==> config.mk <==
export PLATFORM = sky130hd
export DESIGN_NAME = lsl_top
export DESIGN_NICKNAME = d
export VERILOG_FILES = /design/src/lsl_sync.v /design/src/lsl_stagger.v /design/src/lsl_top.v
export VERILOG_INCLUDE_DIRS = /design/src
export SDC_FILE = /design/constraint.sdc
export NUM_CORES = 1
export LEC_CHECK = 0
export BUFFER_PORTS_ARGS = -buffer_cell sky130_fd_sc_hd__buf_2
export CORE_MARGIN = 1.5
export CORE_UTILIZATION = 54
export DETAILED_ROUTE_END_ITERATION = 10
export PLACE_DENSITY_LB_ADDON = 0.05
export SYNTH_ARGS = -nofsm -noshare
export SYNTH_HDL_FRONTEND = slang
export SYNTH_SLANG_ARGS = --single-unit
==> constraint.sdc <==
create_clock -name clock -period 1.8 [get_ports clock]
set_input_delay 0.18 -clock clock [delete_from_list [all_inputs] [get_ports clock]]
set_output_delay 0.18 -clock clock [all_outputs]
set_load 0.1 [all_outputs]
==> src/lsl_defines.vh <==
// Constants for the LED sink shift and latch block
`ifndef LSL_DEFINES_VH
`define LSL_DEFINES_VH
`define LSL_WIDTH        16
`define LSL_CLK_NS       20
`define LSL_STAGGER_NS   17
`define LSL_STAGGER_CYC  ((`LSL_STAGGER_NS + `LSL_CLK_NS - 1) / `LSL_CLK_NS)
`define LSL_CNT_W        5
`define LSL_LAST_CH      5'h0f
`define LSL_SHIFT_RST    16'h0000
`define LSL_LATCH_RST    16'h0000
`endif

==> src/lsl_sync.v <==
// Two-stage synchroniser for pin inputs
`timescale 1ns/100ps
`include "lsl_defines.vh"
module lsl_sync #(
  parameter [0:0] RST_VAL = 1'b0
) (
  // Clock and reset
  input  wire clock,
  input  wire nrst,
  input  wire clk_en,
  // Pin and synchronised level
  input  wire pin_in,
  output wire sync_out
);
  reg meta_ff;
  reg sync_ff;

  // Two flip-flops, second one read only
  always @(posedge clock or negedge nrst) begin
    if (!nrst) begin
      meta_ff <= RST_VAL;
      sync_ff <= RST_VAL;
    end else if (clk_en) begin
      meta_ff <= pin_in;
      sync_ff <= meta_ff;
    end
  end

  assign sync_out = sync_ff;
endmodule // lsl_sync

==> src/lsl_stagger.v <==
// Staggered per-channel sink update sequencer
`timescale 1ns/100ps
`include "lsl_defines.vh"
module lsl_stagger (
  // Clock and reset
  input  wire        clock,
  input  wire        nrst,
  input  wire        clk_en,
  // Control
  input  wire        start,
  input  wire [15:0] target,
  input  wire        disable_all,
  // Sink drive
  output wire [15:0] sink_channels
);
  reg [15:0]          drive_ff;
  reg [`LSL_CNT_W-1:0] ch_ff;
  reg [`LSL_CNT_W-1:0] gap_ff;
  reg                 run_ff;
  wire [15:0]         onehot;
  reg [15:0]          sink_ff;
  wire [31:0]         gap_load;

  // Gap reload: stagger cycles less one, cut to the counter width
  assign gap_load = `LSL_STAGGER_CYC - 1;

  genvar g;
  generate
    for (g = 0; g < `LSL_WIDTH; g = g + 1) begin : g_sel
      assign onehot[g] = ({{(32 - `LSL_CNT_W){1'b0}}, ch_ff} == g);
    end
  endgenerate

  // step per channel: one channel follows the next after a gap
  // sequence start: a strobe restarts from the first channel
  always @(posedge clock or negedge nrst) begin
    if (!nrst) begin
      drive_ff <= `LSL_LATCH_RST;
      ch_ff    <= {`LSL_CNT_W{1'b0}};
      gap_ff   <= {`LSL_CNT_W{1'b0}};
      run_ff   <= 1'b0;
    end else if (clk_en) begin
      if (start) begin
        run_ff <= 1'b1;
        ch_ff  <= {`LSL_CNT_W{1'b0}};
        gap_ff <= {`LSL_CNT_W{1'b0}};
      end else if (run_ff) begin
        if (gap_ff == 5'h00) begin
          drive_ff <= (drive_ff & ~onehot) | (target & onehot);
          gap_ff   <= gap_load[`LSL_CNT_W-1:0];
          if (ch_ff == `LSL_LAST_CH)
            run_ff <= 1'b0;
          else
            ch_ff <= ch_ff + 5'h01;
        end else begin
          gap_ff <= gap_ff - 5'h01;
        end
      end
    end
  end

  // blank all: disable gates drive, latch untouched
  // one enables: a set bit turns its sink on
  always @(posedge clock or negedge nrst) begin
    if (!nrst) begin
      sink_ff <= `LSL_LATCH_RST;
    end else if (clk_en) begin
      sink_ff <= disable_all ? 16'h0000 : drive_ff;
    end
  end

  // Sinks leave straight from a flip-flop
  assign sink_channels = sink_ff;
endmodule // lsl_stagger

==> src/lsl_top.v <==
// LED sink driver serial shift register, transfer latch and blanking
`timescale 1ns/100ps
`include "lsl_defines.vh"

// How it works
// Each serial clock rising edge shifts serial_in into the 16-bit register.
// The last shift stage drives serial_out for the next device.
// System chains serial_out to next serial_in on a shared serial clock.
// Strobe rise loads latch; latch follows shift register while strobe high.
// Strobe fall freezes latch until the strobe rises again.
// Disable low: each sink follows its latch bit.
// Disable high: all sinks off, latch contents kept.
// Reset clears shift register and latch and turns all sinks off.
// Successive channels switch one stagger step apart.
// Stagger starts at strobe, for both turn-on and turn-off.
// Host keeps 800 ns between strobe and neighbouring serial clock edge.
// Undriven disable reads active and undriven strobe reads low.
// Latch one enables sink; first bit reaches serial_out after 16 edges.
module lsl_top (
  // Clock, reset and enable
  input  wire        clock,
  input  wire        nrst,
  input  wire        clk_en,
  // Host pins
  input  wire        serial_clk,
  input  wire        serial_in,
  input  wire        strobe,
  input  wire        strobe_driven,
  input  wire        out_disable,
  input  wire        disable_driven,
  // Device outputs
  output wire        serial_out,
  output wire [15:0] sink_channels
);
  // ************************************************************
  // Pin synchronisers
  // ************************************************************
  wire sclk_s;
  wire sdat_s;
  wire stb_s;
  wire dis_s;
  wire stb_pin;
  wire dis_pin;

  // pin defaults: pull-down strobe, pull-up disable
  assign stb_pin = strobe_driven & strobe;
  assign dis_pin = ~disable_driven | out_disable;

  lsl_sync #(.RST_VAL(1'b0)) u_sclk (
    .clock    (clock),
    .nrst     (nrst),
    .clk_en   (clk_en),
    .pin_in   (serial_clk),
    .sync_out (sclk_s)
  );
  lsl_sync #(.RST_VAL(1'b0)) u_sdat (
    .clock    (clock),
    .nrst     (nrst),
    .clk_en   (clk_en),
    .pin_in   (serial_in),
    .sync_out (sdat_s)
  );
  lsl_sync #(.RST_VAL(1'b0)) u_stb (
    .clock    (clock),
    .nrst     (nrst),
    .clk_en   (clk_en),
    .pin_in   (stb_pin),
    .sync_out (stb_s)
  );
  lsl_sync #(.RST_VAL(1'b1)) u_dis (
    .clock    (clock),
    .nrst     (nrst),
    .clk_en   (clk_en),
    .pin_in   (dis_pin),
    .sync_out (dis_s)
  );

  // ************************************************************
  // Shift register and latch
  // ************************************************************
  reg  [15:0] shift_ff;
  reg  [15:0] latch_ff;
  reg         sclk_d_ff;
  reg         stb_d_ff;
  wire        sclk_rise;
  wire        stb_rise;

  // Edge detectors on synchronised levels
  assign sclk_rise = sclk_s & ~sclk_d_ff;
  assign stb_rise  = stb_s & ~stb_d_ff;

  // Next shift register value, shared by the shift and the open latch
  function [15:0] shift_next;
    input [15:0] cur;
    input        bit_in;
    begin
      shift_next = {cur[14:0], bit_in};
    end
  endfunction

  // reset clear: everything cleared, sinks off
  always @(posedge clock or negedge nrst) begin
    if (!nrst) begin
      shift_ff  <= `LSL_SHIFT_RST;
      latch_ff  <= `LSL_LATCH_RST;
      sclk_d_ff <= 1'b0;
      stb_d_ff  <= 1'b0;
    end else if (clk_en) begin
      sclk_d_ff <= sclk_s;
      stb_d_ff  <= stb_s;
      // serial shift: bit enters stage zero
      // sixteen edges: first bit reaches stage fifteen
      if (sclk_rise)
        shift_ff <= shift_next(shift_ff, sdat_s);
      // latch follows: transparent while strobe high
      // latch holds: strobe low keeps value
      if (stb_s)
        latch_ff <= sclk_rise ? shift_next(shift_ff, sdat_s) : shift_ff;
    end
  end

  // chain output: last stage drives serial_out
  assign serial_out = shift_ff[15];

  // ************************************************************
  // Staggered sink drive
  // ************************************************************
  wire walk_start;

  // walk start: strobe rise, or a shift while the latch is open
  assign walk_start = stb_rise | (stb_s & sclk_rise);

  // sinks follow latch through the staggered walk
  lsl_stagger u_stag (
    .clock         (clock),
    .nrst          (nrst),
    .clk_en        (clk_en),
    .start         (walk_start),
    .target        (stb_s ? shift_ff : latch_ff),
    .disable_all   (dis_s),
    .sink_channels (sink_channels)
  );
endmodule // lsl_top

**Word level (Yosys, flattened, before mapping)**

Index checks and enable logic that the tools add are counted.

- Register bits after elaboration: 85
- Input bits: 9
- Logic and storage cells: 71

- $add $sub $neg: 2
- Eq/ne operators: 16
- Mux-type cells: 14
- Bitwise gates (word level): 14
- Reductions and logical operators: 8

Operators by type and width:

| kind | count |
|---|---|
| $mux W16 | 3 |
| $eq A5 B4 Y1 const B | 8 |
| $mux W5 | 7 |
| $and A16 B16 Y16 | 2 |
| $eq A5 B3 Y1 const B | 4 |
| $not A16 Y16 | 1 |
| $or A16 B16 Y16 | 1 |
| $eq A5 B2 Y1 const B | 2 |
| $logic_not A5 Y1 | 2 |
| $reduce_and A4 Y1 | 2 |
| $add A5 B1 Y5 const B | 1 |
| $eq A5 B1 Y1 const B | 1 |
| $sub A5 B1 Y5 const B | 1 |
| $and A1 B1 Y1 | 4 |
| $mux W1 | 4 |
| $not A1 Y1 | 4 |
| $reduce_and A2 Y1 | 2 |
| $reduce_bool A2 Y1 | 2 |
| $ne A2 B1 Y1 const B | 1 |
| $or A1 B1 Y1 | 2 |

**Longest topological paths before layout**

Gate-level depths: netlist of the first run.

- Depth after elaboration: 6
- Gate-level depth with buffers: 7

**Modules after synthesis**

From an unflattened synthesis of the first run, not the netlist that was laid out.

- Cell total of the unflattened synthesis: 354
- Area, all modules: 4152.7 um^2

By module, submodules not included:

| module | instances | cells an instance | area each (um^2) |
|---|---|---|---|
| lsl_stagger | 1 | 206 | 2145.8 |
| lsl_top | 1 | 132 | 1714.1 |
| lsl_sync at u_sclk ... | 3 | 4 | 72.6 |
| lsl_sync at u_dis | 1 | 4 | 75.1 |

**Worst setup path before layout of the first run**

Ideal clock, no wire load.

- Kind: reg-to-reg
- From: reg u_stag.gap_ff[0]
- To: reg with a tool-made name
- Setup time: 0.127 ns
- Arrival: 1.801 ns
- Data required time: 1.673 ns
- Path slack: -0.128 ns
- Cell stages (with the launch flop): 7
- Buffers on the path: 0
- Clock period less this slack: 1.928 ns
- Cells stage by stage: dfrtp_1 > inv_1 > ha_1 > or4b_4 > nor4_4 > nand3_1 > mux2_1

RTL lines:

| element | RTL line | RTL |
|---|---|---|
| start: declaration | lsl_stagger.v:18 | `` reg [`LSL_CNT_W-1:0] gap_ff; `` |
| start signal: assignment | lsl_stagger.v:40 | `` gap_ff <= {`LSL_CNT_W{1'b0}}; `` |
| start signal: assignment | lsl_stagger.v:46 | `` gap_ff <= {`LSL_CNT_W{1'b0}}; `` |
| start signal: assignment | lsl_stagger.v:50 | `` gap_ff <= gap_load[`LSL_CNT_W-1:0]; `` |

**Final worst setup path of the first run**

- From: reg u_stag.gap_ff[0]
- To: reg u_stag.ch_ff[2]

- Cells in the longest elaborated chain, start to end: 3

RTL lines:

| element | RTL line | RTL |
|---|---|---|
| $logic_not A5 Y1 | lsl_stagger.v:48 | `if (gap_ff == 5'h00) begin` |
| $reduce_bool A2 Y1 (no source line) | -- |  |
| $reduce_and A4 Y1 (no source line) | -- |  |
| end signal: assignment | lsl_stagger.v:39 | `` ch_ff <= {`LSL_CNT_W{1'b0}}; `` |
| end signal: assignment | lsl_stagger.v:45 | `` ch_ff <= {`LSL_CNT_W{1'b0}}; `` |
| end signal: assignment | lsl_stagger.v:54 | `ch_ff <= ch_ff + 5'h01;` |
| end: declaration | lsl_stagger.v:17 | `` reg [`LSL_CNT_W-1:0] ch_ff; `` |

No other way between the ends.
A chain may end at the register's enable or synchronous reset.

==> results.md, run 1 <==
- Synth cell types: 37
- HPWL after DPL: 5350 um
- Drt initial violations: 158
- WL final: between 8000 and 9000 um
- GRT Util Overall: 21.7%
- Initial core utilization: 55.6%
- Syn Inst Count: approximately 370
- Worst hold path type: in -> reg
- Largest net degree at the start of global routing: 47
- Initial antenna violation count: 0
- PnR worst setup slack: -0.154 ns
- Crit path time final: 1.95 ns
- Routed vias: 2829
- Async set-reset flop share out of synthesis: 100%
- Seq/Total Area, Yosys: between 50% and 60%
- Die ar.: between 0.007 and 0.008 mm^2
- Number of core rows: 31
- Finish-stage setup viols: 21
- Slew Viols, Final: 0
- CTS clk-pin slew, worst paths: 0.09 ns
- Crit-path max FO: 4
- Area growth syn-to-layout: 18.8%
- PwrDens: around 1300 mW/mm^2
- F_max: 512 MHz
- Clk_lat worst skew: 0.36 ns
- Setup Skew: 0.0121 ns
- Critical Path AT: 2.19 ns
- Most frequent cells in the layout: dfrtp_1 (83), mux2_2 (48), nand2_1 (36)
- Final std cells w/o fill: 528
- Chip Height: 89.2 um
- Grt ovf: 0
- Status: finished, violations left
- Buf/Inv on CP: 3
- Via-per-instance ratio: 5.36
- Final Util: approximately 66%
- CP required: slightly above 2 ns
- Vias in the first global route: 2590
- FF+latch count, synth: 85
- GP Congestion: 0.825
- Antenna diode count: 0
- Max-Cap Viols: 0
- Slew headroom: 67.8%
- Placed cells: 505
- Clock sinks: 85
- CTS Buf Count: 9
- Filler Cell Count: 608
- Failing checks: setup timing
- Main synth FF type: dfrtp_1
- CP Class: reg -> reg
- Global-route wire length before repair: 13000 um
- Hold Vio Cnt, Final: 0
- CTS Buffer Depth: 2
- WL/cell: 15.5 um
- Worst setup EP type: register
- Layout Nets: 439
- Commonest non-fill, non-tap cell in the layout: dfrtp_1
- EDFF count, synth: 0
- Antenna viol nets, final: 0
- H-tree depth: 3
- Layout cells sized above 1: 34.3%
- Crit path max-delay cell type: or4b_4
- Synth warnings: 0
- Unrepaired setup endpoints after global routing: yes
- Drt drc: 0
- Critical path launch point type: register
- CP cell instances: inv_2, ha_4, or4b_4, buf_4, nor3_4, buf_6, o22ai_1, o2bb2ai_1
- Port bufs: 25
- VDD IR max: 0.000983 V
- Syn_nets: 389
- DR pass1 iterations: 4
- Top delay family on crit path: simple AND/OR/NAND/NOR gates
- CTS Root Cell: clkbuf_8
- Netlist Area Pre-Place: 0.00401 mm^2
- CP max stage delay: 0.50 ns
- Chip width: 89.2 um
- I/O pin cnt: 26
- Syn avg cell area: 10.7 um^2
- Slew at the pin with the worst max-slew slack: about 0.5 ns
- Final Cycle Share: 109%
- P_leak: 2.15 nW
- TritonCTS clock tree: built
- Core area: 0.00721 mm^2
## layout make-up
cell class	instances	area (um^2)	area share (%)
Sequential cell	85	2130	44.7
Multi-Input combinational cell	240	1790	37.5
Timing Repair Buffer	60	424	8.91
Clock buffer	10	128	2.68
Tap cell	99	124	2.60
Inverter	28	105	2.21
Clock inverter	6	63.8	1.34
## stage by stage
| step | power [mW] | setup TNS, ns | hold slack, ns | setup slack [ns] | cell area (um^2) |
|---|---|---|---|---|---|
| 5_1_grt | 6.66 | -3.67 | 0.0322 | -0.250 | 4760 |
| 2_1_floorplan | 4.05 | -0.0951 | -0.116 | -0.0305 | 4030 |
| 6_report | 6.26 | -1.76 | 0.0254 | -0.154 | 4760 |
| 3_5_place_dp | 4.75 | -0.937 | 0.114 | -0.125 | 4430 |
| 4_1_cts | 6.18 | -0.912 | 0.0168 | -0.136 | 4710 |
| 3_3_place_gp | 4.69 | -0.368 | 0.109 | -0.0687 | 4430 |
## metal layers
layer	global-route usage [%]	part of all wire, %
met1	29.1	50
met2	35.6	46
met3	2.77	2.4
met4	9.23	1.7
met5	0	0
## worst paths after layout
path                                  start         endpoint  slack, ns  depth (start not counted)
min in group asynchronous              nrst     latch_ff[11]       0.27                          2
hold reg to reg               u_dis.meta_ff    u_dis.meta_ff       0.50                          2
setup / recovery           u_stag.gap_ff[0]  u_stag.ch_ff[2]      -0.15                          8
setup reg to reg           u_stag.gap_ff[0]  u_stag.ch_ff[2]      -0.15                          8
hold / removal                  out_disable    u_dis.meta_ff       0.03                          3
max in group asynchronous              nrst    u_dis.meta_ff       0.92                          3
## worst min-delay path, delay by kind of cell
kind | cells | cell delay, ns
AO/OA/AOI/OAI | 1 | 0.07
buffers and inverters | 2 | 0.13
## cell families after synthesis
family          Yosys count  share of synthesized area, %
fa+ha+maj                 6                          1.87
mux                      57                          16.0
flops                    85                          53.1
compound gates           55                          8.30
buf+inv                  49                          4.74
simple gates            122                          16.0
## Yosys cell counts, types with 7 or more instances
cell type,instances,area share [%]
a31oi_1,17,2.7
clkbuf_1,14,1.3
dfrtp_1,83,52
inv_1,28,2.6
mux2_2,52,15
nand2_1,36,3.4
nand3_1,17,2.1
nand3b_1,16,3.0
nor2_1,20,1.9
nor2b_1,7,1.1
nor3_1,10,1.2
o21ai_0,22,2.7
## repair_timing
| action | CTS | global route |
|---|---|---|
| gates resized for setup | 11 | 9 |
| gates cloned | 1 | 0 |
| buffers inserted | 1 | 3 |
| hold buffers | 2 | 0 |
| pin swaps | 1 | 3 |
| endpoints found under the hold margin | 25 | 0 |
| endpoints found under the setup margin | 19 | 24 |
## report_power, final
group          switching, mW  leakage (nW)  internal, mW
Combinational           1.10         0.953          1.08
Clock                  0.692        0.0923         0.639
Sequential             0.381          1.10          2.37
Total                   2.18          2.15          4.09
(Power assumes the default switching activity.)
==> inputs of run 2 (changes only) <==
Settings changed: ABC_AREA set to 1, SKIP_LAST_GASP set to 1.
==> results.md, run 2 <==
- Routed vias: 3205
- Port bufs: 25
- Busiest grt layer: met2
- Antenna viol nets, final: 0
- Seq/Total Area, Yosys: 52.9%
- HPWL after DPL: 5510 um
- Placed Area: 0.00423 mm^2
- Synth cell types: 26
- CTS Buf Count: 9
- Clock sinks: 85
- Grt ovf: 0
- Critical Path Stages: 8
- Finish-stage setup viols: 0
- Chip width: 89.3 um
- Number of core rows: 31
- Hold path cells: 3
- Hold_sp: serial_clk
- FF+latch count, synth: 85
- CTS clk-pin slew, worst paths: 0.09 ns
- FF-to-FF path depth: 8
- Status: complete, no violations
- Most frequent cells in the layout: nand2_1 (191), dfrtp_1 (83), o21ai_0 (60)
- Most numerous cell in the Yosys netlist: nand2_1
- F_max: 602 MHz
- WL/cell: approximately 13 um
- Via-per-instance ratio: 5.12
- Slew at the pin with the worst max-slew slack: 0.490 ns
- CTS Root Cell: clkbuf_8
- PwrDens: 1240 mW/mm^2
- Setup_tns: 0 ns
- WL final: 8060 um
- Chip Height: 89.3 um
- Drt initial violations: between 150 and 200
- TritonCTS clock tree: built
- Layout Nets: 537
- Grt met3 use: under 10%
- DR pass1 iterations: 4
- Unrepaired setup endpoints after global routing: no
- CP max stage delay: 0.46 ns
- CP Launch Point: u_stag.ch_ff[0]
- EDFF count, synth: 0
- Setup Skew: 0.0112 ns
- Post-synth top cells: nand2_1 (191), dfrtp_1 (83), o21ai_0 (60)
- Core area: 0.00721 mm^2
- Critical Path AT: ~1.9 ns
- P_leak: 2.31 nW
- Critical path launch point type: register
- Top delay family on crit path: adder cells
- CTS Buffer Depth: 2
- Netlist Area Pre-Place: 0.00403 mm^2
- Leading area contributor after synthesis: dfrtp_1
- CP required: roughly 2.0 ns
- Layout cells sized above 1: 12.3%
- Syn_nets: 517
- VDD IR max: 0.000589 V
- I/O pin cnt: 26
- Worst setup EP type: register
- Async set-reset flop share out of synthesis: 100%
- Commonest non-fill, non-tap cell in the layout: nand2_1
- Clk_lat worst skew: 0.36 ns
- Max-Cap Viols: 0
- Crit Reg-Reg Startpoint: u_stag.ch_ff[0]
- GP Congestion: 0.877
- Crit path max-delay cell type: dfrtp_1
- CP Class: reg -> reg
- Setup Buffers After CTS: 0
- Top-area cell type share of the netlist area: 51.6%
- H-tree depth: 3
- Slew headroom: between 60 and 70%
- Antenna diode count: 0
- GRT Util Overall: 22.3%
- Main synth FF type: dfrtp_1
- Syn avg cell area: 8.02 um^2
- Final Cycle Share: just over 90%
- Global-route wire length before repair: 13500 um
- Largest net degree at the start of global routing: 54
- Slew Viols, Final: 0
- Initial core utilization: 55.8%
- Synth warnings: 0
- Syn Inst Count: 502
- Area growth syn-to-layout: 10.7%
- Worst hold path type: in -> reg
- Met1 usage: around a third
- Crit-path max FO: 7
- Buf/Inv on CP: 1
- Crit path time final: 1.66 ns
- Hold Vio Cnt, Final: 0
- Vias in the first global route: 2856
- CP cell instances: ha_1, inv_1, nor2_1, ha_1, nand3_1, nand3_2, nand2_1, nand2_1
- Global Route met2 Usage: between 30% and 40%
- Initial antenna violation count: 0
- Die ar.: 0.00798 mm^2
- Drt drc: 0
- Largest cells by area after synthesis: dfrtp_1 (52%), nand2_1 (18%), o21ai_0 (7.5%)
- Post-route cell area: 0.00446 mm^2
run 2: cell types whose count changed after synthesis, sizes merged, moves of 16 or more:
cell    before  now
mux2        56    0
o21ai       22   65
nand3b      16    0
a31oi       17    0
nand2       36  194
nand3       17   47
run 2: path summary, 6_finish.rpt:
check	to	slack [ns]
setup / recovery	u_stag.ch_ff[1]	0.14
hold / removal	u_sclk.meta_ff	0.04
setup reg to reg	u_stag.ch_ff[1]	0.14
hold reg to reg	u_stag.sink_channels[13]	0.48
max in group asynchronous	shift_ff[15]	0.87
min in group asynchronous	u_stag.sink_channels[14]	0.30
run 2: cell type report:
cell class	count	area, um^2
Clock inverter	6	68.8
Sequential cell	85	2130
Clock buffer	10	138
Fill cell	685	2760
Multi-Input combinational cell	358	1630
Timing Repair Buffer	35	245
Inverter	33	124
Tap cell	99	124
run 2: worst reg2reg max path: stages, from the launching register on:
cell and delay [ns]:
dfrtp_1 0.46, ha_1 0.26, inv_1 0.12, nor2_1 0.07, ha_1 0.23, nand3_1 0.13
nand3_2 0.13, nand2_1 0.10, nand2_1 0.04
run 2: kinds of logic after synthesis:
| family | Yosys count | synth area share [%] |
|---|---|---|
| buffers and inverters | 59 | 6.65 |
| XOR/XNOR | 3 | 0.653 |
| AND/OR/NAND/NOR | 276 | 28.8 |
| flip-flops | 85 | 52.9 |
| AO/OA/AOI/OAI | 73 | 9.17 |
| adder cells (fa/ha/maj) | 6 | 1.87 |
run 2: through the flow:
stage                     util (%)  hold WS [ns]  cells  power (mW)  setup WS, ns
after detailed placement      58.6         0.147    608        4.16         0.154
final                         61.8        0.0365    626        5.52         0.138
after floorplan                  -        -0.116    502        3.76         0.305
after global routing          61.8        0.0562    626        5.93       0.00399
after global placement        58.6         0.148    608        4.11         0.218
after CTS                     61.8        0.0323    626        5.56         0.141
run 2: report_power, final:
group / switching [mW] / total (mW) / internal [mW]
registers: 0.281 / 2.57 / 2.29
clock network: 0.708 / 1.40 / 0.689
logic: 1.06 / 1.56 / 0.490
run 2: layer usage:
layer	vias up	routed length, um
met5	-	0
met1	1497	4000
met4	0	92
met2	61	3680
li1	1639	-
met3	8	290
run 2: repair_timing:
item	in CTS	in global routing
setup endpoints to repair	0	0
resized for setup	0	0
hold endpoints to repair	31	0
hold buffers	2	0
==> inputs of run 3 (changes only) <==
Settings changed: CORE_MARGIN 1.5 to not set, CORE_UTILIZATION 54 to 35, RECOVER_POWER set to 50.
==> results.md, run 3 (same netlist as run 2, synthesis figures left out) <==
- Drt drc: 0
- Metal3 WL: roughly 250 um
- Status: complete, no violations
- Setup_tns: 0 ns
- Max-Cap Viols: 0
- Chip width: around 110 um
- TritonCTS clock tree: built
- Placed cells: 657
- GP Congestion: 0.763
- Global-route wire length before repair: 14900 um
- Slew headroom: 31.2%
- Setup Buffers After CTS: 0
- Finish-stage setup viols: 0
- Antenna viol nets, final: 0
- FF-to-FF path depth: 8
- Hold Vio Cnt, Final: 0
- Max layer used: met4
- Final std cells w/o fill: 675
- Core area: approximately 0.011 mm^2
- CTS Root Cell: clkbuf_16
- Chip Height: 109 um
- I/O pin cnt: 26
- Critical path launch point type: register
- WL/cell: roughly 13 um
- DR pass1 iterations: 4
- Tot Pwr: 6.00 mW
- Antenna diode count: 0
- Routed length on met2: 3740 um
- P_leak: approximately 2.4 nW
- Worst hold path type: in -> reg
- Clk_lat worst skew: 0.34 ns
- Critical Path AT: between 1.5 and 2 ns
- Port bufs: 25
- Routed vias: ~3200
- CTS clk-pin slew, worst paths: 0.06 ns
- Most frequent cells in the layout: nand2_1 (191), dfrtp_1 (82), o21ai_0 (60)
- Initial core utilization: a little over a third
- Setup Skew: around 0.0064 ns
- Number of core rows: 38
- CTS Buf Count: 9
- Layout Nets: 545
- Initial antenna violation count: 0
- Final Cycle Share: 91.2%
- Unrepaired setup endpoints after global routing: no
- CTS Buffer Depth: 2
- PwrDens: between 1000 and 1500 mW/mm^2
- M1 wire length: 4770 um
- Die ar.: 0.0119 mm^2
- HPWL after DPL: ~6000 um
- Grt ovf: 0
- H-tree depth: 3
- CP Class: reg -> reg
- CP Launch Point: u_stag.ch_ff[0]
- Largest net degree at the start of global routing: 38
- Vias in the first global route: 2988
- Commonest non-fill, non-tap cell in the layout: nand2_1
- WL final: 8950 um
- Crit-path max FO: 7
- Worst Hold Endpoint: u_sdat.meta_ff
- Worst reg-to-reg setup slack: 0.16 ns
- F_max: just over 600 MHz
- Area growth syn-to-layout: 15.0%
- Via-per-instance ratio: 4.72
- Crit Reg-Reg Startpoint: u_stag.ch_ff[0]
- Drt initial violations: 209
- VDD IR max: 0.000515 V
- Worst setup EP type: register
- Slew Viols, Final: 0
- Layout cells sized above 1: between 10% and 20%
- RR Endpoint: u_stag.ch_ff[1]
- GRT Util Overall: 16.8%
- CP required: 2.04 ns
- Hold_sp: serial_in
- Crit path time final: 1.64 ns
- Slew at the pin with the worst max-slew slack: approximately 1.0 ns
- Hold path cells: 3
- Clock sinks: 85
run 3: worst max-delay path by stage:
stage	cells after the start	end
final	8	u_stag.ch_ff[1]
after CTS	8	u_stag.ch_ff[1]
after global routing	8	u_stag.ch_ff[0]
after floorplan	8	u_stag.ch_ff[4]
after detailed placement	8	u_stag.ch_ff[1]
after global placement	8	u_stag.ch_ff[1]
run 3: power by group:
part / switching, mW / internal (mW)
Combinational: 1.09 / 0.529
Clock: 0.737 / 1.09
Sequential: 0.266 / 2.30
Total: 2.09 / 3.91
run 3: repair_timing:
item / CTS / global route
endpoints found under the hold margin: 22 / 0
hold buffers: 2 / 0
endpoints found under the setup margin: 0 / 2
resized for setup: 0 / 1
run 3: per-stage QoR:
stage          instance area (um^2)  utilization (%)  hold slack (ns)  setup WS [ns]
2_1_floorplan                  4030                -           -0.116          0.305
3_3_place_gp                   4350             39.5            0.106          0.195
3_5_place_dp                   4350             39.5            0.112          0.138
4_1_cts                        4670             42.3           0.0263          0.129
5_1_grt                        4630             42.0           0.0590         0.0200
6_report                       4630             42.0           0.0354          0.158
run 3: routing by layer:
metal / vias to the layer above / track usage (%)
met5: - / 0
met4: 0 / 8.29
met3: 13 / 3.05
met2: 54 / 25.1
met1: 1449 / 23.4
li1: 1669 / -
run 3: final cells by class:
cell class              count  area [um^2]
fillers                  1188         6400
clock buffers              16          292
repair buffers             43          279
multi-input cells         358         1630
well taps                 140          175
flip-flops and latches     85         2130
inverters                  33          124
run 3: critical path, cell delays in order, from the launching register on:
cell	delay (ns)
dfrtp_2	0.44
ha_1	0.23
inv_1	0.12
nor2_1	0.08
ha_1	0.23
nand3_1	0.14
nand3_2	0.14
nand2_1	0.10
nand2_1	0.05
